<file path="config.mk">
export PLATFORM = sky130hd
export DESIGN_NAME = drca_top
export DESIGN_NICKNAME = d
export VERILOG_FILES = /design/src/verilog/drca_pkg.sv /design/src/verilog/drca_delay.sv /design/src/verilog/drca_top.sv
export SDC_FILE = /design/constraint.sdc
export NUM_CORES = 1
export LEC_CHECK = 0
export ABC_AREA = 1
export BUFFER_PORTS_ARGS = -buffer_cell sky130_fd_sc_hd__buf_2
export CORE_ASPECT_RATIO = 2
export CORE_MARGIN = 5
export CORE_UTILIZATION = 40
export CTS_CLUSTER_SIZE = 30
export DETAILED_ROUTE_END_ITERATION = 10
export PLACE_DENSITY_LB_ADDON = 0.05
export SYNTH_ARGS = -nofsm -noshare
export SYNTH_HDL_FRONTEND = slang
export SYNTH_SLANG_ARGS = --single-unit
</file>
<file path="constraint.sdc">
create_clock -name clk -period 4.55 [get_ports clk]
set_input_delay 0.455 -clock clk [delete_from_list [all_inputs] [get_ports clk]]
set_output_delay 0.455 -clock clk [all_outputs]
set_load 0.02 [all_outputs]
</file>
<file path="src/verilog/drca_pkg.sv">
// Package for the DDR2 refresh and column access block.
// Shared command encodings, field layouts, limits and timing counts.
package drca_pkg;
	localparam int drca_clk_mhz = 40;
	localparam int drca_col_w = 10;
	localparam int drca_row_w = 14;
	localparam int drca_bank_w = 3;
	localparam logic [2:0] drca_bl4_code = 3'h2;
	localparam logic [2:0] drca_bl8_code = 3'h3;
	localparam logic [2:0] drca_al_max = 3'h6;
	localparam logic [3:0] drca_cl_min = 4'h2;
	localparam logic [3:0] drca_beats_bl4 = 4'h4;
	localparam logic [3:0] drca_beats_bl8 = 4'h8;
	localparam logic [3:0] drca_tccd_clk = 4'h2;
	localparam logic [3:0] drca_one = 4'h1;
	// Refresh cycle and self refresh exit times, ns; counts derived from the clock
	localparam int drca_trfc_ns = 195;
	localparam int drca_txsnr_ns = 205;
	localparam int drca_trfc_cyc = (drca_trfc_ns * drca_clk_mhz + 999) / 1000;
	localparam int drca_txsnr_cyc = (drca_txsnr_ns * drca_clk_mhz + 999) / 1000;
	localparam int drca_cnt_w = 8;
	localparam logic [drca_cnt_w-1:0] drca_trfc_load = drca_trfc_cyc[drca_cnt_w-1:0];
	localparam logic [drca_cnt_w-1:0] drca_txsnr_load = drca_txsnr_cyc[drca_cnt_w-1:0];
	localparam logic [drca_cnt_w-1:0] drca_cnt_zero = 8'h00;
	localparam logic [drca_cnt_w-1:0] drca_cnt_one = 8'h01;
	// Decoded commands
	typedef enum logic [3:0] {
		drca_cmd_nop = 4'h0,
		drca_cmd_ref = 4'h1,
		drca_cmd_rd = 4'h2,
		drca_cmd_wr = 4'h3,
		drca_cmd_other = 4'h4
	} drca_cmd_type;
	// Command pins of one edge
	typedef struct packed {
		logic cke;
		logic cs_b;
		logic ras_b;
		logic cas_b;
		logic we_b;
		logic [drca_bank_w-1:0] bank;
		logic [drca_row_w-1:0] addr;
	} drca_pins_type;
	// Mode settings
	typedef struct packed {
		logic [2:0] burst_len;
		logic interleave;
		logic [3:0] cas_lat;
		logic [2:0] add_lat;
	} drca_mode_type;
	// Column beat reaching the array
	typedef struct packed {
		logic valid;
		logic write;
		logic [drca_bank_w-1:0] bank;
		logic [drca_col_w-1:0] col;
	} drca_beat_type;
endpackage

</file>
<file path="src/verilog/drca_delay.sv">
// Shift line that posts a column command by a variable number of clocks.
// Assumes one command enters per clock at most.
`timescale 1ns/100ps
`default_nettype none
module drca_delay
	import drca_pkg::*;
#(
	parameter int depth = 16
)
(
	input wire logic clk, // Command clock
	input wire logic rst_b, // Asynchronous reset, active low
	input wire logic in_valid, // Command enters
	input wire logic [drca_bank_w+drca_col_w:0] in_data, // Write flag, bank, column
	input wire logic [3:0] sel, // Delay in clocks, 1 to depth
	output logic out_valid, // Command leaves
	output logic [drca_bank_w+drca_col_w:0] out_data // Delayed payload
);
	logic [depth-1:0] vld;
	logic [depth-1:0] next_vld;
	logic [drca_bank_w+drca_col_w:0] dat [depth];
	logic [drca_bank_w+drca_col_w:0] next_dat [depth];
	always_comb
	begin
		next_vld = {vld[depth-2:0], in_valid};
		next_dat[0] = in_data;
		for (int i = 1; i < depth; i++)
		begin
			next_dat[i] = dat[i-1];
		end
	end
	always_ff @(posedge clk or negedge rst_b)
	begin
		if (!rst_b)
		begin
			vld <= '0;
			for (int i = 0; i < depth; i++)
			begin
				dat[i] <= '0;
			end
		end
		else
		begin
			vld <= next_vld;
			dat <= next_dat;
		end
	end
	assign out_valid = vld[sel - drca_one];
	assign out_data = dat[sel - drca_one];
endmodule
`default_nettype wire

</file>
<file path="src/verilog/drca_top.sv">
// DDR2 device command front end: refresh, self refresh exit and column bursts.
// Assumes command pins synchronous to clk and mode settings held steady.
// Functional notes
// - Refresh decode; one refresh per command
// - Refresh rows generated internally, inputs ignored
// - All banks idle after refresh
// - NOP does nothing, like deselect
// - Deselect ignores command and address
// - Burst stays inside its page segment
// - Posted column command held for AL plus one clock
// - Read latency equals AL plus CL plus two
// - Write latency equals read latency minus one
// - Additive latency zero through six supported
// - Burst length and order from mode
`timescale 1ns/100ps
`default_nettype none
module drca_top
	import drca_pkg::*;
(
	input wire logic clk, // Command clock
	input wire logic rst_b, // Asynchronous reset, active low
	input wire drca_pkg::drca_pins_type pins, // Command pins of this edge
	input wire drca_pkg::drca_mode_type mode, // Mode settings
	input wire logic self_refresh, // Device is in self refresh
	output drca_pkg::drca_beat_type beat, // Column beat to the array
	output logic refresh_go, // One refresh of the next row
	output logic [drca_row_w-1:0] refresh_row, // Row being refreshed
	output logic banks_idle, // All banks precharged after refresh
	output logic exit_busy, // Inside tXSNR after exit
	output logic refresh_busy, // Inside tRFC
	output logic cmd_error // Command broke an exit or refresh window
);
	import drca_pkg::*;

	// ----------------------------------------
	// Command decode
	// ----------------------------------------
	drca_cmd_type cmd;
	logic exit_seen;
	always_comb
	begin
		cmd = drca_cmd_other;
		if (!pins.cke || pins.cs_b)
			cmd = drca_cmd_nop;
		else
		begin
			case ({pins.ras_b, pins.cas_b, pins.we_b})
				3'h7: cmd = drca_cmd_nop;
				3'h1: cmd = drca_cmd_ref;
				3'h5: cmd = drca_cmd_rd;
				3'h4: cmd = drca_cmd_wr;
				default: cmd = drca_cmd_other;
			endcase
		end
		// Exit: CKE high with deselect or NOP shape
		exit_seen = self_refresh && pins.cke &&
			(pins.cs_b || (pins.ras_b && pins.cas_b && pins.we_b));
	end

	// ----------------------------------------
	// Refresh and exit windows
	// ----------------------------------------
	typedef enum logic [2:0] {
		drca_st_idle = 3'h1,
		drca_st_exit = 3'h2,
		drca_st_refresh = 3'h4
	} drca_state_type;
	drca_state_type state;
	drca_state_type next_state;
	logic [drca_cnt_w-1:0] count;
	logic [drca_cnt_w-1:0] next_count;
	logic [drca_row_w-1:0] next_refresh_row;
	logic next_refresh_go;
	logic next_banks_idle;
	logic next_cmd_error;
	logic col_ok;
	always_comb
	begin
		next_state = state;
		next_count = (count == drca_cnt_zero) ? count : count - drca_cnt_one;
		next_refresh_row = refresh_row;
		next_refresh_go = 1'b0;
		next_banks_idle = banks_idle;
		next_cmd_error = 1'b0;
		col_ok = 1'b0;
		case (state)
			drca_st_idle:
			begin
				if (exit_seen)
				begin
					next_state = drca_st_exit;
					next_count = drca_txsnr_load;
				end
				else if (cmd == drca_cmd_ref && !self_refresh)
				begin
					// Row comes from the internal counter, never from the pins
					next_refresh_go = 1'b1;
					next_refresh_row = refresh_row + 1'b1;
					next_banks_idle = 1'b0;
					next_state = drca_st_refresh;
					next_count = drca_trfc_load;
				end
				else
					col_ok = !self_refresh;
			end
			drca_st_exit:
			begin
				if (cmd != drca_cmd_nop)
					next_cmd_error = 1'b1;
				if (count == drca_cnt_one)
					next_state = drca_st_idle;
			end
			drca_st_refresh:
			begin
				// Anything but NOP inside tRFC is flagged and dropped
				if (cmd != drca_cmd_nop)
					next_cmd_error = 1'b1;
				if (count == drca_cnt_one)
				begin
					next_state = drca_st_idle;
					next_banks_idle = 1'b1;
				end
			end
			default:
				next_state = drca_st_idle;
		endcase
	end
	always_ff @(posedge clk or negedge rst_b)
	begin
		if (!rst_b)
		begin
			state <= drca_st_idle;
			count <= drca_cnt_zero;
			refresh_row <= '0;
			refresh_go <= 1'b0;
			banks_idle <= 1'b1;
			cmd_error <= 1'b0;
			exit_busy <= 1'b0;
			refresh_busy <= 1'b0;
		end
		else
		begin
			state <= next_state;
			count <= next_count;
			refresh_row <= next_refresh_row;
			refresh_go <= next_refresh_go;
			banks_idle <= next_banks_idle;
			cmd_error <= next_cmd_error;
			exit_busy <= (next_state == drca_st_exit);
			refresh_busy <= (next_state == drca_st_refresh);
		end
	end

	// ----------------------------------------
	// Posted column command
	// ----------------------------------------
	logic col_in;
	logic [3:0] post_sel;
	logic post_valid;
	logic [drca_bank_w+drca_col_w:0] post_data;
	// AL above six is clipped; a zero AL still costs the one clock of the line
	always_comb
	begin
		col_in = col_ok && (cmd == drca_cmd_rd || cmd == drca_cmd_wr);
		post_sel = {1'b0, (mode.add_lat > drca_al_max) ? drca_al_max : mode.add_lat} + drca_one;
	end
	drca_delay #(
		.depth(16)
	) u_post (
		.clk(clk),
		.rst_b(rst_b),
		.in_valid(col_in),
		.in_data({cmd == drca_cmd_wr, pins.bank, pins.addr[drca_col_w-1:0]}),
		.sel(post_sel),
		.out_valid(post_valid),
		.out_data(post_data)
	);

	// ----------------------------------------
	// Latency: read CL after the post line, write one less
	// ----------------------------------------
	// Separate lines so each command leaves at its own tap; tCCD keeps exits apart
	logic [3:0] rd_sel, wr_sel;
	logic rd_in, wr_in, rd_valid, wr_valid;
	logic [drca_bank_w+drca_col_w:0] rd_data, wr_data;
	logic lat_valid;
	logic [drca_bank_w+drca_col_w:0] lat_data;
	always_comb
	begin
		rd_sel = (mode.cas_lat < drca_cl_min) ? drca_cl_min : mode.cas_lat;
		wr_sel = rd_sel - drca_one;
		wr_in = post_valid && post_data[drca_bank_w+drca_col_w];
		rd_in = post_valid && !post_data[drca_bank_w+drca_col_w];
		lat_valid = rd_valid || wr_valid;
		lat_data = wr_valid ? wr_data : rd_data;
	end
	drca_delay #(.depth(16)) u_lat_rd (
		.clk(clk),
		.rst_b(rst_b),
		.in_valid(rd_in),
		.in_data(post_data),
		.sel(rd_sel),
		.out_valid(rd_valid),
		.out_data(rd_data)
	);
	drca_delay #(.depth(16)) u_lat_wr (
		.clk(clk),
		.rst_b(rst_b),
		.in_valid(wr_in),
		.in_data(post_data),
		.sel(wr_sel),
		.out_valid(wr_valid),
		.out_data(wr_data)
	);

	// ----------------------------------------
	// Burst sequencer
	// ----------------------------------------
	logic [3:0] beats_left;
	logic [3:0] next_beats_left;
	logic [2:0] step;
	logic [2:0] next_step;
	logic [2:0] start;
	logic [2:0] next_start;
	logic bl8;
	logic [2:0] low;
	drca_beat_type next_beat;
	always_comb
	begin
		bl8 = (mode.burst_len == drca_bl8_code);
		next_beats_left = (beats_left == 4'h0) ? beats_left : beats_left - drca_one;
		next_step = step + 3'h1;
		next_start = start;
		next_beat = beat;
		next_beat.valid = 1'b0;
		// A new command replaces the running burst: the BL8 interrupt case
		if (lat_valid)
		begin
			next_beats_left = (bl8 ? drca_beats_bl8 : drca_beats_bl4) - drca_one;
			next_step = 3'h1;
			next_start = lat_data[2:0];
			next_beat.write = lat_data[drca_bank_w+drca_col_w];
			next_beat.bank = lat_data[drca_bank_w+drca_col_w-1:drca_col_w];
		end
		low = lat_valid ? lat_data[2:0] : start;
		if (!lat_valid)
		begin
			if (!mode.interleave)
				low = bl8 ? {start[2] ^ step[2], start[1:0] + step[1:0]} :
					{start[2], start[1:0] + step[1:0]};
			else
				low = bl8 ? start ^ step : {start[2], start[1:0] ^ step[1:0]};
		end
		if (lat_valid || beats_left != 4'h0)
		begin
			next_beat.valid = 1'b1;
			next_beat.col = lat_valid ? lat_data[drca_col_w-1:0] :
				{beat.col[drca_col_w-1:3], low};
		end
	end
	always_ff @(posedge clk or negedge rst_b)
	begin
		if (!rst_b)
		begin
			beats_left <= 4'h0;
			step <= 3'h0;
			start <= 3'h0;
			beat <= '0;
		end
		else
		begin
			beats_left <= next_beats_left;
			step <= next_step;
			start <= next_start;
			beat <= next_beat;
		end
	end
endmodule
`default_nettype wire
</file>
==> reports/metrics.cfg <==
[die]
initial_core_utilization=0.402
die_area_sq_um=48800
io_pins=70
chipHeight_microns=307
coreArea_sq_um=44100
cell_rows=109
die_width_microns=159

[grt]
grt_first_pass_wirelength_mm=72.1
grt_antenna_before_repair=0
grt_max_degree=207
grt_util_all_layers=0.180
first_global_vias=13151
grt.overflow.total=0

[logic_synthesis]
ys_seq_elements=431
post_synth_edffs=0
syn_inst=1814
post_synth_num_cell_types=45
ys_warn_count=0
syn_nets=1858
netlist_area_sq_um=17700
synth_flop_cell=sky130_fd_sc_hd__dfrtp_1
synth_sequential_area_ratio=0.610
syn_area_per_cell_sq_um=9.75
share_of_async_settable_or_async_resettable_flops_after_synthesis=1.00

[setup_path]
slowest_delay_ns=0.56
rr_worst_depth=10
rrSetupSlack_ns=2.23
crit-reg2reg-capture=refresh_row[13]$_DFFE_PN0P_
kind_of_capture_point_of_the_worst_setup_path=flop
crit_path_max_fanout=76
cp_common_cell=sky130_fd_sc_hd__nand2_1
worst_path_max_delay_cell=sky130_fd_sc_hd__buf_4
critPathLaunchType=primary input
path_class=primary input to flop
worst-endpoint-required_ns=4.98
cp_data_arrival_time_ns=3.51
worstSetupStartpoint=mode[6]
worstReg2RegStart=state[0]$_DFF_PN1_
crit_path_cell_trace=buf_2, nor2_2, nand2_1, nand2_8, buf_4, nor2_2, inv_2, nand2_1, nand2_2, nand3_2, nand2_4, nand3_4, clkinv_2, nand2_1, ha_1, inv_1, nand2_1, inv_1

[place]
dp.cells=2341
place_hpwl_mm=25.0
dpl-instance-area_sq_um=18500
buffer_ports.inserted=65
globalplace.congestion=0.767

[clock_network]
htreeDepth=2
numCtsBuffers=41
path_clk_slew_ns=0.06
cts_tree=yes
ctsLongestPathBuffers=3
clk_latency_ns=0.55
cts_setup_buffers=0
clk_root_buffer_cell=sky130_fd_sc_hd__clkbuf_16
numClockSinks=431

[timing]
hold-worst-slack_ns=0.146
setup_viol_count_final=0
finalCritPeriodShare=0.678
worst_slew_pin_slew_ns=1.09
period_minus_slack_ns=3.09
final_hold_viol_count=0
fmaxAchievable_mhz=324
timing.slew.headroom=0.276
timing.clock.skew_ns=0.0225
final_max_slew_viol_count=0
grt_setup_unrepaired=no
fin_setup_tns_ns=0

[routing]
sum_of_routed_wire_length_over_all_layers_mm=43.8
avgRoutedWirePerCell_microns=18.0
drt_first_iter_violations=952
via_count=12920
drt_pre_antenna_iters=5
drc_viols=0
postRouteAntennaNets=0
drt-vias-per-instance=5.32

[cells_and_area]
filler_cell_count=4192
post_layout_nonfiller_instances=2427
layout.area.seq_sq_um=10800
drive_above_1_share=0.106
diodes=0
design.final.nets=1887
flow.area_growth_from_synthesis_pct=12.7
multi_input_comb_area_sq_um=5800
final_util=0.453
stdcell_area_sq_um=19900

[worst_hold_path]
timing.hold.worst_endpoint=u_post.vld[0]$_DFF_PN0_
min_path_type=primary input to flop
beginning_of_the_worst_hold_path=self_refresh
min_delay_path_depth=2

[pwr]
power.ir.vdd_worst_v=0.000325
power_density_nw_per_um2=485
total_leakage_power_uw=0.00921

[run]
cap_viol_max_count=0

[run_status]
run_status=finished clean

==> area by class of cell <==
| cell class | count | area share |
|---|---|---|
| Timing Repair Buffer | 103 | 0.0354 |
| Clock buffer | 61 | 0.0624 |
| Multi-Input combinational cell | 1103 | 0.291 |
| Inverter | 163 | 0.0309 |
| Tap cell | 555 | 0.0348 |
| Sequential cell | 431 | 0.541 |
| Clock inverter | 11 | 0.00458 |
==> Yosys cell counts (3+ instances only) <==
| master | instances | share of area |
|---|---|---|
| sky130_fd_sc_hd__mux2_2 | 13 | 0.0083 |
| sky130_fd_sc_hd__ha_1 | 8 | 0.0057 |
| sky130_fd_sc_hd__buf_6 | 3 | 0.0019 |
| sky130_fd_sc_hd__o221ai_1 | 8 | 0.0040 |
| sky130_fd_sc_hd__nand2_1 | 245 | 0.052 |
| sky130_fd_sc_hd__nand3_1 | 226 | 0.064 |
| sky130_fd_sc_hd__o211ai_1 | 109 | 0.046 |
| sky130_fd_sc_hd__dfrtp_1 | 429 | 0.61 |
| sky130_fd_sc_hd__xor2_1 | 13 | 0.0064 |
| sky130_fd_sc_hd__nand2_2 | 7 | 0.0025 |
| sky130_fd_sc_hd__buf_4 | 5 | 0.0021 |
| sky130_fd_sc_hd__nand4_1 | 6 | 0.0021 |
| sky130_fd_sc_hd__nand3b_1 | 4 | 0.0017 |
| sky130_fd_sc_hd__buf_2 | 41 | 0.012 |
| sky130_fd_sc_hd__inv_2 | 4 | 0.00085 |
| sky130_fd_sc_hd__o22ai_1 | 26 | 0.0092 |
| sky130_fd_sc_hd__inv_1 | 157 | 0.033 |
| sky130_fd_sc_hd__xnor2_1 | 12 | 0.0059 |
| sky130_fd_sc_hd__o21ai_0 | 180 | 0.051 |
| sky130_fd_sc_hd__a21oi_1 | 91 | 0.026 |
| sky130_fd_sc_hd__clkbuf_1 | 55 | 0.012 |
| sky130_fd_sc_hd__nor3_1 | 9 | 0.0025 |
| sky130_fd_sc_hd__buf_1 | 13 | 0.0028 |
| sky130_fd_sc_hd__nor2_1 | 120 | 0.025 |
==> critical path: cells and delay by family <==
| family | cells | cell delay [ns] |
|---|---|---|
| AND/OR/NAND/NOR | 11 | 1.61 |
| buffers and inverters | 6 | 1.11 |
| adder cells (fa/ha/maj) | 1 | 0.28 |
==> placed cells by master (no fill, tap or decap), types with 13 or more instances in the layout <==
cell type                       instances
sky130_fd_sc_hd__o211ai_1             109
sky130_fd_sc_hd__dlygate4sd3_1         14
sky130_fd_sc_hd__nand3_1              226
sky130_fd_sc_hd__dfrtp_1              429
sky130_fd_sc_hd__o21ai_0              180
sky130_fd_sc_hd__buf_4                 20
sky130_fd_sc_hd__nor2_1               120
sky130_fd_sc_hd__inv_1                156
sky130_fd_sc_hd__mux2_2                13
sky130_fd_sc_hd__a21oi_1               91
sky130_fd_sc_hd__buf_2                 64
sky130_fd_sc_hd__clkbuf_16             43
sky130_fd_sc_hd__nand2_1              244
sky130_fd_sc_hd__o22ai_1               26
==> logic make-up (layout without fill, tap and decap cells) <==
family,Yosys count,count (layout),synth area share
flops,431,431,0.610
compound gates,425,425,0.141
fa+ha+maj,8,8,0.00566
mux,13,13,0.00827
simple gates,631,631,0.157
buf+inv,280,338,0.0648
xor+xnor,26,26,0.0133
==> stage by stage <==
step / worst slack (ns) / total power, uW
2_1_floorplan: 1.29 / 5760
3_3_place_gp: 0.858 / 6330
3_5_place_dp: 0.833 / 6360
4_1_cts: 1.40 / 9850
5_1_grt: 1.18 / 10200
6_report: 1.46 / 9670
==> worst max-delay path by stage <==
stage	endpoint	slack, ns	cells past startpoint
finish	beats_left[1]$_DFFE_PN0P_	1.46	18
global route	beats_left[1]$_DFFE_PN0P_	1.18	18
CTS	beats_left[2]$_DFFE_PN0P_	1.40	18
detailed placement	beats_left[2]$_DFFE_PN0P_	0.83	18
global placement	beats_left[2]$_DFFE_PN0P_	0.86	18
floorplan	beats_left[1]$_DFFE_PN0P_	1.29	21
==> state kept, by name, summed over array words and instances (netlist names), 3 cells and up <==
| register | cells |
|---|---|
| beats_left | 4 |
| refresh_row | 14 |
| u_post.dat | 112 |
| count | 8 |
| step | 3 |
| u_lat_wr.dat | 224 |
| u_lat_wr.vld | 16 |
| beat | 15 |
| u_lat_rd.vld | 16 |
| start | 3 |
| u_post.vld | 8 |
| state | 3 |
==> where the power goes <==
part	switching, uW	internal (uW)	total, uW	leakage, uW
sequential	293	4310	4610	0.00521
combinational	1090	565	1660	0.00335
clock	1450	1950	3400	0.000654
==> metal layers <==
metal	GRT usage	wire (microns)	vias to the layer above
met5	0	0	-
met2	0.319	22400	287
li1	-	-	6197
met4	0.0531	1070	0
met3	0.0232	1810	62
met1	0.230	18500	6374
==> repair_timing <==
| item | in CTS | in global routing |
|---|---|---|
| gates resized for setup | 0 | 0 |
| hold endpoints to repair | 19 | 0 |
| hold buffers | 14 | 0 |
Power figures use the tool's default switching activity.
